### config.mk
export PLATFORM = sky130hd
export DESIGN_NAME = iap_flash_control_regs
export DESIGN_NICKNAME = d
export VERILOG_FILES = /design/src/rtl/iap_flash_pkg.sv /design/src/rtl/write_buffer_mem.sv /design/src/rtl/iap_flash_control_regs.sv
export VERILOG_INCLUDE_DIRS = /design/src /design/src/rtl
export SDC_FILE = /design/constraint.sdc
export NUM_CORES = 1
export LEC_CHECK = 0
export ABC_AREA = 0
export BUFFER_PORTS_ARGS = -buffer_cell sky130_fd_sc_hd__buf_4
export CELL_PAD_IN_SITES_DETAIL_PLACEMENT = 0
export CELL_PAD_IN_SITES_GLOBAL_PLACEMENT = 2
export CORE_ASPECT_RATIO = 0.9
export CORE_MARGIN = 10
export CORE_UTILIZATION = 25
export CTS_CLUSTER_DIAMETER = 150
export DETAILED_ROUTE_END_ITERATION = 6
export GPL_ROUTABILITY_DRIVEN = 0
export HOLD_SLACK_MARGIN = 0.1
export PLACE_DENSITY = 0.47
export SYNTH_ARGS = -nofsm -noshare
export SYNTH_HDL_FRONTEND = slang
export SYNTH_SLANG_ARGS = --single-unit
export TNS_END_PERCENT = 30
### constraint.sdc
create_clock -name clk -period 5 [get_ports clk]
set_input_delay 0.75 -clock clk [delete_from_list [all_inputs] [get_ports clk]]
set_output_delay 0.75 -clock clk [all_outputs]
set_load 0.02 [all_outputs]
### src/rtl/iap_flash_defines.svh
`ifndef IAP_FLASH_DEFINES_SVH
`define IAP_FLASH_DEFINES_SVH

// register indices on the special-register port
`define IDX_FLASH_CTRL_MODE          4'h0
`define IDX_CHIP_RESET_KEY           4'h1
`define IDX_FLASH_TIMING_BUFFER_CTRL 4'h2
`define IDX_FLASH_ADDR_LOW           4'h3
`define IDX_FLASH_ADDR_HIGH          4'h4
`define IDX_DATA_WORD0_LOW           4'h5
`define IDX_DATA_WORD0_HIGH          4'h6
`define IDX_DATA_WORD1_LOW           4'h7
`define IDX_DATA_WORD1_HIGH          4'h8
`define IDX_DATA_WORD2_LOW           4'h9
`define IDX_DATA_WORD2_HIGH          4'hA
`define IDX_DATA_WORD3_LOW           4'hB
`define IDX_DATA_WORD3_HIGH          4'hC

// flash_ctrl_mode fields
`define CM_ERASE_WRITE_ENABLED       7
`define CM_MODE_HI                   6
`define CM_MODE_LO                   4
`define CM_ENABLE_PROC_TRIGGER       3
`define CM_WRITE_INITIATE            2
`define CM_READ_ENABLE               1
`define CM_READ_INITIATE             0

// flash_timing_buffer_ctrl fields
`define TB_OP_TIME_SELECT            1
`define TB_BUFFER_CLEAR              0

// flash_addr_high implemented width
`define ADDR_HIGH_BITS               4

// reset values
`define RST_BYTE                     8'h00
`define RST_ADDR                     12'h000
`define RST_MODE                     3'h0

// enable key, words 1..3 low then high
`define KEY_WORD1_LOW                8'h00
`define KEY_WORD2_LOW                8'h0D
`define KEY_WORD3_LOW                8'hC3
`define KEY_WORD1_HIGH               8'h04
`define KEY_WORD2_HIGH               8'h09
`define KEY_WORD3_HIGH               8'h40

`define CHIP_RESET_PATTERN           8'h55
`define PAGE_LAST_WORD               5'h1F

// timing
`define CLK_PERIOD_NS                8
`define ERASE_TIME0_US               3200
`define WRITE_TIME0_US               2200
`define ERASE_TIME1_US               3700
`define WRITE_TIME1_US               3000
`define ERASE_TIME0_CYC              (`ERASE_TIME0_US * 1000 / `CLK_PERIOD_NS)
`define WRITE_TIME0_CYC              (`WRITE_TIME0_US * 1000 / `CLK_PERIOD_NS)
`define ERASE_TIME1_CYC              (`ERASE_TIME1_US * 1000 / `CLK_PERIOD_NS)
`define WRITE_TIME1_CYC              (`WRITE_TIME1_US * 1000 / `CLK_PERIOD_NS)
`define ENABLE_TIMEOUT_CYC           1024
`define READ_CYC                     2

`endif

### src/rtl/iap_flash_pkg.sv
package iap_flash_pkg;

   typedef enum logic [2:0] {
      OP_WRITE  = 3'h0,
      OP_ERASE  = 3'h1,
      OP_READ   = 3'h3,
      OP_ENABLE = 3'h6
   } op_mode_type;

   typedef enum logic [4:0] {
      ST_IDLE  = 5'h01,
      ST_PROG  = 5'h02,
      ST_WAIT  = 5'h04,
      ST_CLEAR = 5'h08,
      ST_READ  = 5'h10
   } seq_state_type;

   // one request to the flash array, all fields valid with the strobes
   typedef struct packed {
      logic        wr_valid;
      logic        erase;
      logic        rd_req;
      logic [11:0] addr;
      logic [15:0] wdata;
   } flash_req_type;

endpackage

### src/rtl/write_buffer_mem.sv
`timescale 1ns/10ps
`default_nettype none

module write_buffer_mem #(
   parameter int unsigned WIDTH = 16,
   parameter int unsigned DEPTH = 32,
   parameter int unsigned AW    = 5
) (
   input  wire  logic             clk,
   input  wire  logic             we,
   input  wire  logic [AW-1:0]    waddr,
   input  wire  logic [WIDTH-1:0] wdata,
   input  wire  logic             re,
   input  wire  logic [AW-1:0]    raddr,
   output logic       [WIDTH-1:0] rdata
);

   logic [WIDTH-1:0] mem [DEPTH];

   always_ff @(posedge clk) begin
      if (we) begin
         mem[waddr] <= wdata;
      end
   end

   always_ff @(posedge clk) begin
      if (re) begin
         rdata <= mem[raddr];
      end
   end

endmodule
`default_nettype wire

### src/rtl/iap_flash_control_regs.sv
// Notes on behaviour
// software cannot set the enabled status bit
// clearing enabled bit disables erase and write
// mode field codes write, erase, read, enable
// software runs enable procedure before erase/write
// trigger starts timer, cleared at timeout
// software writes key before timer expires
// write initiate runs operation, cleared when done
// reads happen only with read enable set
// read initiate reads one word, then clears
// software never sets three initiate bits together
// processor halted while an operation runs
// software checks slow clock before erase/write
// pattern 55H in reset key resets chip
// time select picks erase and write durations
// buffer clear bit clears buffer, then self-clears
// twelve-bit address split over two registers
// unimplemented high bits read as zero
// low data byte write only stores itself
// high byte write loads buffer, increments address
// key is six fixed bytes in words 1..3
// address increment stops at page last word
// buffer cleared automatically after each write
// enabled bit set only on valid key in time
// erase mode erases page from address 11..5
`include "iap_flash_defines.svh"
`timescale 1ns/10ps
`default_nettype none

module iap_flash_control_regs #(
   parameter int unsigned ERASE0_CYC  = `ERASE_TIME0_CYC,
   parameter int unsigned WRITE0_CYC  = `WRITE_TIME0_CYC,
   parameter int unsigned ERASE1_CYC  = `ERASE_TIME1_CYC,
   parameter int unsigned WRITE1_CYC  = `WRITE_TIME1_CYC,
   parameter int unsigned EN_TIMEOUT  = `ENABLE_TIMEOUT_CYC,
   parameter int unsigned READ_LAT    = `READ_CYC,
   parameter int unsigned CNT_W       = 20,
   parameter int unsigned PAGE_WORDS  = 32
) (
   input  wire  logic                          clk,
   input  wire  logic                          rst,
   input  wire  logic [3:0]                    reg_idx,
   input  wire  logic                          reg_wr,
   input  wire  logic                          reg_rd,
   input  wire  logic [7:0]                    reg_wdata,
   output logic       [7:0]                    reg_rdata,
   output iap_flash_pkg::flash_req_type        flash_req,
   input  wire  logic [15:0]                   flash_rd_data,
   output logic                                cpu_halt,
   output logic                                chip_reset_req
);

   localparam int unsigned IW = $clog2(PAGE_WORDS) + 1;

   iap_flash_pkg::seq_state_type state_r;
   iap_flash_pkg::flash_req_type flash_req_r;

   logic             en_r;
   logic [2:0]       mode_r;
   logic             trig_r;
   logic             winit_r;
   logic             rden_r;
   logic             rinit_r;
   logic [7:0]       key_r;
   logic             optime_r;
   logic             bclr_r;
   logic [11:0]      addr_r;
   logic [7:0]       dlo_r [4];
   logic [7:0]       dhi_r [4];
   logic [31:0]      tag_r;
   logic [CNT_W-1:0] cnt_r;
   logic [CNT_W-1:0] timer_r;
   logic [IW-1:0]    idx_r;
   logic             is_erase_r;
   logic [7:0]       rdata_r;
   logic             chip_reset_r;

   logic             wr_ctrl;
   logic             wr_key;
   logic             wr_tb;
   logic             wr_alo;
   logic             wr_ahi;
   logic [3:0]       wr_dlo;
   logic [3:0]       wr_dhi;
   logic [2:0]       wmode;
   logic             start_wr;
   logic             start_rd;
   logic             start_clr;
   logic             key_ok;
   logic             en_set;
   logic             load_buf;
   logic             rd_cap;
   logic             clr_done;
   logic             erase_done;
   logic             mem_we;
   logic [4:0]       mem_waddr;
   logic [15:0]      mem_wdata;
   logic             mem_re;
   logic [15:0]      mem_rdata;
   logic [4:0]       prog_word;
   logic [7:0]       rd_mux;

   // register write decode
   always_comb begin
      wr_ctrl = 1'b0;
      wr_key  = 1'b0;
      wr_tb   = 1'b0;
      wr_alo  = 1'b0;
      wr_ahi  = 1'b0;
      wr_dlo  = 4'h0;
      wr_dhi  = 4'h0;
      if (reg_wr && reg_idx == `IDX_FLASH_CTRL_MODE) begin
         wr_ctrl = 1'b1;
      end else if (reg_wr && reg_idx == `IDX_CHIP_RESET_KEY) begin
         wr_key = 1'b1;
      end else if (reg_wr && reg_idx == `IDX_FLASH_TIMING_BUFFER_CTRL) begin
         wr_tb = 1'b1;
      end else if (reg_wr && reg_idx == `IDX_FLASH_ADDR_LOW) begin
         wr_alo = 1'b1;
      end else if (reg_wr && reg_idx == `IDX_FLASH_ADDR_HIGH) begin
         wr_ahi = 1'b1;
      end else if (reg_wr && reg_idx == `IDX_DATA_WORD0_LOW) begin
         wr_dlo[0] = 1'b1;
      end else if (reg_wr && reg_idx == `IDX_DATA_WORD0_HIGH) begin
         wr_dhi[0] = 1'b1;
      end else if (reg_wr && reg_idx == `IDX_DATA_WORD1_LOW) begin
         wr_dlo[1] = 1'b1;
      end else if (reg_wr && reg_idx == `IDX_DATA_WORD1_HIGH) begin
         wr_dhi[1] = 1'b1;
      end else if (reg_wr && reg_idx == `IDX_DATA_WORD2_LOW) begin
         wr_dlo[2] = 1'b1;
      end else if (reg_wr && reg_idx == `IDX_DATA_WORD2_HIGH) begin
         wr_dhi[2] = 1'b1;
      end else if (reg_wr && reg_idx == `IDX_DATA_WORD3_LOW) begin
         wr_dlo[3] = 1'b1;
      end else if (reg_wr && reg_idx == `IDX_DATA_WORD3_HIGH) begin
         wr_dhi[3] = 1'b1;
      end
   end

   assign wmode = reg_wdata[`CM_MODE_HI:`CM_MODE_LO];

   // operation starts; a new mode written with the trigger takes effect at once
   assign start_wr  = state_r == iap_flash_pkg::ST_IDLE && wr_ctrl
                      && reg_wdata[`CM_WRITE_INITIATE] && en_r
                      && (wmode == iap_flash_pkg::OP_WRITE
                          || wmode == iap_flash_pkg::OP_ERASE);
   assign start_rd  = state_r == iap_flash_pkg::ST_IDLE && wr_ctrl
                      && reg_wdata[`CM_READ_INITIATE] && rden_r
                      && wmode == iap_flash_pkg::OP_READ;
   assign start_clr = state_r == iap_flash_pkg::ST_IDLE && wr_tb
                      && reg_wdata[`TB_BUFFER_CLEAR];

   assign key_ok = dlo_r[1] == `KEY_WORD1_LOW && dlo_r[2] == `KEY_WORD2_LOW
                   && dlo_r[3] == `KEY_WORD3_LOW && dhi_r[1] == `KEY_WORD1_HIGH
                   && dhi_r[2] == `KEY_WORD2_HIGH && dhi_r[3] == `KEY_WORD3_HIGH;
   assign en_set = trig_r && mode_r == iap_flash_pkg::OP_ENABLE && key_ok;

   assign load_buf   = wr_dhi[0] && en_r;
   assign rd_cap     = state_r == iap_flash_pkg::ST_READ && cnt_r == '0;
   assign clr_done   = state_r == iap_flash_pkg::ST_CLEAR
                       && idx_r == IW'(PAGE_WORDS - 1);
   assign erase_done = state_r == iap_flash_pkg::ST_WAIT && cnt_r == '0 && is_erase_r;

   // the core is stalled for the whole operation
   assign cpu_halt = state_r != iap_flash_pkg::ST_IDLE;

   // erase/write enabled status: hardware set wins over software clear
   always_ff @(posedge clk) begin
      if (rst) begin
         en_r <= 1'b0;
      end else if (en_set) begin
         en_r <= 1'b1;
      end else if (wr_ctrl && !reg_wdata[`CM_ERASE_WRITE_ENABLED]) begin
         en_r <= 1'b0;
      end
   end

   always_ff @(posedge clk) begin
      if (rst) begin
         mode_r <= `RST_MODE;
         rden_r <= 1'b0;
      end else if (wr_ctrl) begin
         mode_r <= wmode;
         rden_r <= reg_wdata[`CM_READ_ENABLE];
      end
   end

   // enable procedure trigger and its timeout timer
   always_ff @(posedge clk) begin
      if (rst) begin
         trig_r  <= 1'b0;
         timer_r <= '0;
      end else if (wr_ctrl && reg_wdata[`CM_ENABLE_PROC_TRIGGER] && !trig_r) begin
         trig_r  <= 1'b1;
         timer_r <= '0;
      end else if (trig_r && timer_r == CNT_W'(EN_TIMEOUT - 1)) begin
         trig_r  <= 1'b0;
         timer_r <= '0;
      end else if (trig_r) begin
         timer_r <= timer_r + CNT_W'(1);
      end
   end

   always_ff @(posedge clk) begin
      if (rst) begin
         winit_r <= 1'b0;
      end else if (start_wr) begin
         winit_r <= 1'b1;
      end else if (clr_done || erase_done) begin
         winit_r <= 1'b0;
      end
   end

   always_ff @(posedge clk) begin
      if (rst) begin
         rinit_r <= 1'b0;
      end else if (start_rd) begin
         rinit_r <= 1'b1;
      end else if (rd_cap) begin
         rinit_r <= 1'b0;
      end
   end

   always_ff @(posedge clk) begin
      if (rst) begin
         optime_r <= 1'b0;
      end else if (wr_tb) begin
         optime_r <= reg_wdata[`TB_OP_TIME_SELECT];
      end
   end

   always_ff @(posedge clk) begin
      if (rst) begin
         bclr_r <= 1'b0;
      end else if (start_clr) begin
         bclr_r <= 1'b1;
      end else if (clr_done) begin
         bclr_r <= 1'b0;
      end
   end

   always_ff @(posedge clk) begin
      if (rst) begin
         key_r        <= `RST_BYTE;
         chip_reset_r <= 1'b0;
      end else begin
         chip_reset_r <= wr_key && reg_wdata == `CHIP_RESET_PATTERN;
         if (wr_key) begin
            key_r <= reg_wdata;
         end
      end
   end
   assign chip_reset_req = chip_reset_r;

   // address pair with page-bounded auto-increment
   always_ff @(posedge clk) begin
      if (rst) begin
         addr_r <= `RST_ADDR;
      end else if (wr_alo) begin
         addr_r[7:0] <= reg_wdata;
      end else if (wr_ahi) begin
         addr_r[11:8] <= reg_wdata[`ADDR_HIGH_BITS-1:0];
      end else if (wr_dhi[0] && addr_r[4:0] != `PAGE_LAST_WORD) begin
         addr_r <= addr_r + 12'h001;
      end
   end

   // data word registers; word 0 also receives read results
   generate
      for (genvar i = 0; i < 4; i++) begin : g_word
         always_ff @(posedge clk) begin
            if (rst) begin
               dlo_r[i] <= `RST_BYTE;
               dhi_r[i] <= `RST_BYTE;
            end else if (i == 0 && rd_cap) begin
               dlo_r[i] <= flash_rd_data[7:0];
               dhi_r[i] <= flash_rd_data[15:8];
            end else begin
               if (wr_dlo[i]) begin
                  dlo_r[i] <= reg_wdata;
               end
               if (wr_dhi[i]) begin
                  dhi_r[i] <= reg_wdata;
               end
            end
         end
      end
   endgenerate

   // tag bits mark which buffer words were loaded for the next write; erase clears them all
   always_ff @(posedge clk) begin
      if (rst) begin
         tag_r <= '0;
      end else if (erase_done) begin
         tag_r <= '0;
      end else if (state_r == iap_flash_pkg::ST_CLEAR) begin
         tag_r[idx_r[4:0]] <= 1'b0;
      end else if (load_buf) begin
         tag_r[addr_r[4:0]] <= 1'b1;
      end
   end

   // sequencer
   always_ff @(posedge clk) begin
      if (rst) begin
         state_r    <= iap_flash_pkg::ST_IDLE;
         cnt_r      <= '0;
         idx_r      <= '0;
         is_erase_r <= 1'b0;
      end else begin
         case (state_r)
            iap_flash_pkg::ST_IDLE: begin
               idx_r <= '0;
               if (start_rd) begin
                  state_r <= iap_flash_pkg::ST_READ;
                  cnt_r   <= CNT_W'(READ_LAT - 1);
               end else if (start_wr && wmode == iap_flash_pkg::OP_ERASE) begin
                  state_r    <= iap_flash_pkg::ST_WAIT;
                  is_erase_r <= 1'b1;
                  cnt_r      <= optime_r ? CNT_W'(ERASE1_CYC - 1)
                                         : CNT_W'(ERASE0_CYC - 1);
               end else if (start_wr) begin
                  state_r    <= iap_flash_pkg::ST_PROG;
                  is_erase_r <= 1'b0;
               end else if (start_clr) begin
                  state_r <= iap_flash_pkg::ST_CLEAR;
               end
            end
            iap_flash_pkg::ST_PROG: begin
               idx_r <= idx_r + IW'(1);
               if (idx_r == IW'(PAGE_WORDS)) begin
                  state_r <= iap_flash_pkg::ST_WAIT;
                  cnt_r   <= optime_r ? CNT_W'(WRITE1_CYC - 1)
                                      : CNT_W'(WRITE0_CYC - 1);
               end
            end
            iap_flash_pkg::ST_WAIT: begin
               idx_r <= '0;
               if (cnt_r != '0) begin
                  cnt_r <= cnt_r - CNT_W'(1);
               end else if (is_erase_r) begin
                  state_r <= iap_flash_pkg::ST_IDLE;
               end else begin
                  state_r <= iap_flash_pkg::ST_CLEAR;
               end
            end
            iap_flash_pkg::ST_CLEAR: begin
               idx_r <= idx_r + IW'(1);
               if (clr_done) begin
                  state_r <= iap_flash_pkg::ST_IDLE;
               end
            end
            iap_flash_pkg::ST_READ: begin
               if (cnt_r != '0) begin
                  cnt_r <= cnt_r - CNT_W'(1);
               end else begin
                  state_r <= iap_flash_pkg::ST_IDLE;
               end
            end
            default: begin
               state_r <= iap_flash_pkg::ST_IDLE;
            end
         endcase
      end
   end

   // buffer ports: clear writes zeros, otherwise word 0 high-byte writes load a word
   always_comb begin
      mem_we    = load_buf;
      mem_waddr = addr_r[4:0];
      mem_wdata = {reg_wdata, dlo_r[0]};
      if (state_r == iap_flash_pkg::ST_CLEAR) begin
         mem_we    = 1'b1;
         mem_waddr = idx_r[4:0];
         mem_wdata = 16'h0000;
      end
   end

   assign mem_re    = state_r == iap_flash_pkg::ST_PROG && idx_r < IW'(PAGE_WORDS);
   assign prog_word = 5'(idx_r - IW'(1));

   write_buffer_mem #(
      .WIDTH (16),
      .DEPTH (PAGE_WORDS),
      .AW    (5)
   ) u_wbuf (
      .clk   (clk),
      .we    (mem_we),
      .waddr (mem_waddr),
      .wdata (mem_wdata),
      .re    (mem_re),
      .raddr (idx_r[4:0]),
      .rdata (mem_rdata)
   );

   // requests to the flash array
   always_ff @(posedge clk) begin
      if (rst) begin
         flash_req_r <= '0;
      end else begin
         flash_req_r.rd_req   <= start_rd;
         flash_req_r.erase    <= start_wr && wmode == iap_flash_pkg::OP_ERASE;
         flash_req_r.wr_valid <= state_r == iap_flash_pkg::ST_PROG
                                 && idx_r != '0 && tag_r[prog_word];
         if (start_rd) begin
            flash_req_r.addr <= addr_r;
         end else if (start_wr) begin
            flash_req_r.addr <= {addr_r[11:5], 5'h00};
         end else if (state_r == iap_flash_pkg::ST_PROG) begin
            flash_req_r.addr  <= {addr_r[11:5], prog_word};
            flash_req_r.wdata <= mem_rdata;
         end
      end
   end
   assign flash_req = flash_req_r;

   // register read mux
   always_comb begin
      rd_mux = 8'h00;
      if (reg_idx == `IDX_FLASH_CTRL_MODE) begin
         rd_mux = {en_r, mode_r, trig_r, winit_r, rden_r, rinit_r};
      end else if (reg_idx == `IDX_CHIP_RESET_KEY) begin
         rd_mux = key_r;
      end else if (reg_idx == `IDX_FLASH_TIMING_BUFFER_CTRL) begin
         rd_mux = {6'h00, optime_r, bclr_r};
      end else if (reg_idx == `IDX_FLASH_ADDR_LOW) begin
         rd_mux = addr_r[7:0];
      end else if (reg_idx == `IDX_FLASH_ADDR_HIGH) begin
         rd_mux = {4'h0, addr_r[11:8]};
      end else if (reg_idx == `IDX_DATA_WORD0_LOW) begin
         rd_mux = dlo_r[0];
      end else if (reg_idx == `IDX_DATA_WORD0_HIGH) begin
         rd_mux = dhi_r[0];
      end else if (reg_idx == `IDX_DATA_WORD1_LOW) begin
         rd_mux = dlo_r[1];
      end else if (reg_idx == `IDX_DATA_WORD1_HIGH) begin
         rd_mux = dhi_r[1];
      end else if (reg_idx == `IDX_DATA_WORD2_LOW) begin
         rd_mux = dlo_r[2];
      end else if (reg_idx == `IDX_DATA_WORD2_HIGH) begin
         rd_mux = dhi_r[2];
      end else if (reg_idx == `IDX_DATA_WORD3_LOW) begin
         rd_mux = dlo_r[3];
      end else if (reg_idx == `IDX_DATA_WORD3_HIGH) begin
         rd_mux = dhi_r[3];
      end
   end

   always_ff @(posedge clk) begin
      if (rst) begin
         rdata_r <= 8'h00;
      end else if (reg_rd) begin
         rdata_r <= rd_mux;
      end
   end
   assign reg_rdata = rdata_r;

endmodule
`default_nettype wire

=== Word level (Yosys, flattened, before mapping) ===
Memories as Yosys holds them, arrays and structs flattened. A register that Yosys moved wholly into a read port is not among the register bits.
Index checks and enable logic that the tools add are counted.

* Add/sub/neg operators: 5
* Magnitude comparators: 6
* Equal/unequal tests: 39
* Mux-type cells: 150
* Bitwise operators: 16
* Reductions and logical operators: 79

{| class="wikitable"
|+ Operators with widths
! operator !! count
|-
| $mux 8 || 25
|-
| $mux 20 || 4
|-
| $mux 1 || 76
|-
| $mux 32 || 2
|-
| $pmux 20 s3 || 1
|-
| $mux 4 || 13
|-
| $logic_and 1x1->1 || 46
|-
| $mux 5 || 9
|-
| $mux 12 || 3
|-
| $mux 17 || 2
|-
| $and 32x32->32 || 1
|-
| $not 32->32 || 1
|-
| $or 32x32->32 || 1
|-
| $mux 28 || 1
|-
| $pmux 5 s5 || 1
|-
| $add 20x1->20 const B || 1
|-
| $eq 20x10->1 const B || 1
|-
| $eq 4x4->1 const B || 5
|-
| $logic_not 20->1 || 1
|-
| $reduce_bool 2->1 || 10
|-
| $reduce_bool 20->1 || 1
|-
| $sub 20x1->20 const B || 1
|-
| $lt 5x6->1 const B || 3
|-
| $eq 4x3->1 const B || 4
|-
| 48 further kinds || 82
|}

* Register bits after elaboration: 154
* Memory bits (writable): 576
* Input bits: 32
* Word-level logic and storage cells: 322
* Memories: 3

{| class="wikitable"
|+ Memory list
! name !! words !! bits a word !! read ports !! clocked after Yosys merged registers in !! wr ports !! RTL line !! text
|-
| u_wbuf.mem || 32 || 16 || 1 || 1 || 1 || write_buffer_mem.sv:18 || <nowiki>logic [WIDTH-1:0] mem [DEPTH];</nowiki>
|-
| dhi_r || 4 || 8 || 4 || 0 || 4 || iap_flash_control_regs.sv:69 || <nowiki>logic [7:0] dhi_r [4];</nowiki>
|-
| dlo_r || 4 || 8 || 4 || 0 || 4 || iap_flash_control_regs.sv:68 || <nowiki>logic [7:0] dlo_r [4];</nowiki>
|}

=== Longest topological paths before layout ===
* Word-level depth: 20
* Mapped depth: 11

=== By module ===
Synthesis repeated with hierarchy kept, for this count alone.

* Cells, all modules: 2446
* Area total of the unflattened synthesis: 32087.0 um^2

{| class="wikitable"
|+ By module, submodules not included
! module !! times used !! cells an instance !! area an instance (um^2) !! seq. area each (um^2)
|-
| write_buffer_mem || 1 || 1143 || 20694.8 || 15855.2
|-
| iap_flash_control_regs || 1 || 1303 || 11392.2 || 5004.8
|}

=== Worst setup path after synthesis ===
No wires, ideal clock.

* Path kind: register -> register
* Start point: register idx_r[0]
* End point: register flash_req_r (netlist bit flash_req[30])
* Library setup time: 0.134 ns
* Arrival: 3.130 ns
* Data required time: 4.866 ns
* Slack: 1.737 ns
* Stages on the path, launching flop included: 12
* Path buffers: 5
* Clock period less this slack: 3.263 ns
* Cell sequence: dfxtp_1 -> buf_2 -> buf_2 -> buf_2 -> buf_2 -> inv_1 -> ha_1 -> buf_1 -> mux4_2 -> mux4_2 -> mux2i_1 -> nor4_1

* Cells in the longest elaborated chain, start to end: 4
* Elaborated cells between the ends (all ways): 6
* Classes of those cells: 1 x add/sub; 2 x mux; 3 x reduce/logical

{| class="wikitable"
|+ Ends and longest elaborated chain
! element !! RTL line !! text
|-
| start, declared || iap_flash_control_regs.sv:73 || <nowiki>logic [IW-1:0] idx_r;</nowiki>
|-
| start signal, assigned || iap_flash_control_regs.sv:331 || <nowiki>idx_r <= idx_r + IW'(1);</nowiki>
|-
| start signal, assigned || iap_flash_control_regs.sv:349 || <nowiki>idx_r <= idx_r + IW'(1);</nowiki>
|-
| $sub 5x1->5 || iap_flash_control_regs.sv:381 || <nowiki>assign prog_word = 5'(idx_r - IW'(1));</nowiki>
|-
| $bmux 1 s5 || iap_flash_control_regs.sv:405 || <nowiki>&& idx_r != '0 && tag_r[prog_word];</nowiki>
|-
| $mux 1 (not written as such) || iap_flash_control_regs.sv:405 ||
|-
| $logic_and 1x1->1 (*) || iap_flash_control_regs.sv:405 ||
|-
| end, declared || iap_flash_control_regs.sv:56 || <nowiki>iap_flash_pkg::flash_req_type flash_req_r;</nowiki>
|}

Every way passes the cells marked *; elsewhere a longest branch is shown, timed or not. The select of a mux whose other input is x is not followed.
A chain may end at the register's enable or synchronous reset.

=== Worst setup path in the final report ===
* Start point: register state_r[1]
* End point: memory u_wbuf.mem[5][4] (enable)

* Cells in the longest elaborated chain, start to end: 4
* Elaborated cells between the ends (all ways): 5
* Classes of those cells: 1 x eq/ne; 4 x mux

{| class="wikitable"
|+ Ends and longest elaborated chain
! element !! RTL line !! text
|-
| start, declared || iap_flash_control_regs.sv:55 || <nowiki>iap_flash_pkg::seq_state_type state_r;</nowiki>
|-
| start signal, assigned || iap_flash_control_regs.sv:307 || <nowiki>state_r <= iap_flash_pkg::ST_IDLE;</nowiki>
|-
| start signal, assigned || iap_flash_control_regs.sv:316 || <nowiki>state_r <= iap_flash_pkg::ST_READ;</nowiki>
|-
| start signal, assigned || iap_flash_control_regs.sv:319 || <nowiki>state_r <= iap_flash_pkg::ST_WAIT;</nowiki>
|-
| $eq 5x4->1 (*) || iap_flash_control_regs.sv:373 || <nowiki>if (state_r == iap_flash_pkg::ST_CLEAR) begin</nowiki>
|-
| $mux 1 || iap_flash_control_regs.sv:373 ||
|-
| $mux 1 || write_buffer_mem.sv:21 || <nowiki>if (we) begin</nowiki>
|-
| $mux 1 (not written as such) || write_buffer_mem.sv:22 || <nowiki>mem[waddr] <= wdata;</nowiki>
|-
| end, declared || write_buffer_mem.sv:18 ||
|}

Every way passes the cells marked *; elsewhere a longest branch is shown, timed or not.

==> out/qor.yml <==
status: "completed"
dieWidth_um: 391
rr_worst_depth: 6
pwr-share-seq: 0.465
ys_ff_latch: 746
end_kind: "register"
r2r_slack_ns: 1.56
netSwitchingPower_mw: 3.55
ys_async_sr_fraction: 0
area_growth_pct: 18.3
hold_violations: 0
cp-start-kind: "register"
reg2reg_to: "u_wbuf.mem[5][4]"
crit_fanout: 18
worst_ir_drop_vdd_mv: 0.229
drcViolationCount: 0
power.internal_mw: 11.2
finalClockSkew_ns: 0.0180
dieArea_um2: 138000
clock_power_share: 0.457
max_cap_violations: 0
synthCells: 2129
die_h_um: 354
grt_pass1_wl_um: 148000
hold_slack_ns: 0.393
syn-cell-area_um2: 31000
dr.pass1.iters: 5
grt_setup_unrepaired: "no"
fin_nets: 2274
wl_per_cell_um: 26.6
initial_core_util: 0.252
gr-total-overflow: 0
yosysWarningCount: 0
p_comb_frac: 0.078
synth_most_common_cell: "edfxtp_1"
fin_tns_setup_ns: 0
fill_cells: 12251
cts_htree_levels: 3
routed_wl_um: 104000
clk_latency_ns: 0.65
pre_cts_ws_ns: 1.25
power_leakage_nw: 11.6
min_period_over_period: 0.687
ctsResizeCount: 0
io_buffers: 72
antenna_left: 0
critPathArrivalTime_ns: 3.79
synthDistinctLibCells: 69
clk_pin_slew_ns: 0.06
vias_per_cell: 4.90
layout-drive-gt1-share: 0.200
criticalPathCategory: "reg -> reg"
cts_tree: "done"
powerDensity_nw_per_um2: 403
grt_use_total: 0.147
dp_hpwl_um: 68100
synth-edff-count: 592
critPathCapture: "u_wbuf.mem[5][4]"
drt_iter0_drc: 1588
setup_ws_ns: 1.56
finalCriticalPeriod_ns: 3.44
worstSetupStartpoint: "state_r[1]"
root_buffer: "clkbuf_16"
vias: 19192
worst_pin_slew_ns: 1.37
hold_buffers: 0
synthTopCellsByCount: "edfxtp_1 (592), nand2_1 (170), nor2_1 (163)"
synthFlopType: "edfxtp_1"
post_cts_buffers: 0
slew_headroom: 0.0775
ys_seq_area_frac: 0.674
grt_max_degree: 77
cts_buffer_depth: 3
antenna_found_initial: 7
setup_viol: 0
syn-num-nets: 2172
row_count: 122
hold_class: "in -> reg"
io_pins: 73
syn_area_per_cell_um2: 14.5
cts_buffers: 90
p_sw_frac: 0.240
yosys-top-cells-area: "edfxtp_1 (57%), mux4_2 (10%), dfxtp_1 (10%), a21oi_1 (2.1%), nand2_1 (2.1%)"
first_global_vias: 19463
rr_startpoint: "state_r[1]"
timing.fmax_mhz: 291
cp.required_ns: 5.35
slew_violations: 0
synth_top_area_share: 0.574
clock-sinks: 746
core_area_um2: 123000
yosysTopAreaCell: "edfxtp_1"
==> power groups by stage <==
stage	combinational (mW)	clock, mW	sequential (mW)
final	1.15	6.76	6.86
after global routing	1.27	7.19	6.87
after CTS	1.17	6.95	6.86
after detailed placement	1.16	0	6.99
after global placement	1.16	0	6.99
after floorplan	0.759	0	6.95
==> worst min path at each step <==
stage / startpoint / end / cells past startpoint
after floorplan: rinit_r / rinit_r / 1
after global placement: flash_req[10] / flash_req[10] / 2
after detailed placement: flash_req[5] / flash_req[5] / 2
after CTS: flash_rd_data[14] / dhi_r[0][6] / 2
after global routing: flash_rd_data[9] / dhi_r[0][1] / 2
final: flash_rd_data[14] / dhi_r[0][6] / 2
==> layout make-up <==
type,instances,area (um2),share of cell area
Antenna cell,4,10.0,0.000273
Clock buffer,114,2400,0.0656
Clock inverter,50,624,0.0170
Inverter,22,82.6,0.00225
Multi-Input combinational cell,1233,9570,0.261
Sequential cell,746,20900,0.569
Tap cell,1612,2020,0.0550
Timing Repair Buffer,138,1070,0.0293
==> placed cells by master (no fill, tap or decap), types with 22 or more instances in the layout <==
master / instances
edfxtp_1: 592
nand2_1: 170
nor2_1: 154
dfxtp_1: 152
mux4_2: 139
buf_4: 135
a21oi_1: 129
clkbuf_16: 92
a22oi_1: 78
o21ai_0: 73
and2_1: 62
nand4_1: 38
nor3_1: 31
mux2i_1: 25
and3_1: 23
xor2_1: 22
==> registers in the layout, summed over array words and instances (netlist names), 3 cells and up <==
register	cells
u_wbuf.mem	512
dhi_r	32
dlo_r	32
tag_r	32
flash_req	31
cnt_r	20
timer_r	20
u_wbuf.rdata	16
addr_r	12
key_r	8
reg_rdata	8
idx_r	6
state_r	5
mode_r	3
==> per-stage QoR <==
| stage | std cells | total power, mW | area [um2] | util |
|---|---|---|---|---|
| after detailed placement | 3751 | 8.15 | 33600 | 0.273 |
| after global routing | 3915 | 15.3 | 36600 | 0.298 |
| after floorplan | 2129 | 7.71 | 31000 | - |
| after global placement | 3751 | 8.15 | 33600 | 0.273 |
| after CTS | 3915 | 15.0 | 36600 | 0.298 |
| final | 3919 | 14.8 | 36600 | 0.298 |
==> per-layer routing <==
| layer | GRT usage | vias up | routed length [um] |
|---|---|---|---|
| met5 | 0 | - | 36 |
| met2 | 0.221 | 457 | 46100 |
| met4 | 0.0341 | 6 | 2210 |
| li1 | - | 8509 | - |
| met1 | 0.216 | 10086 | 50300 |
| met3 | 0.0291 | 134 | 5420 |
==> critical path, cell delays in order (launching register included) <==
cell     delay (ns)
dfxtp_1        0.41
nor2_1         0.29
nand3_1        0.57
nand2_1        0.45
o21ai_1        0.53
nor2_1         0.58
buf_4          0.30
==> logic make-up (layout without fill, tap and decap cells) <==
family,after synthesis,in the layout,synth area share
buffers and inverters,150,324,0.0197
adders and majority gates,11,11,0.00444
and+or+nand+nor,611,611,0.0981
AOI/OAI and AO/OA,402,402,0.0819
other,0,4,0
xor gates and xnor gates,41,41,0.0116
DFF,746,746,0.674
muxes,168,168,0.111
(Power assumes the default switching activity.)
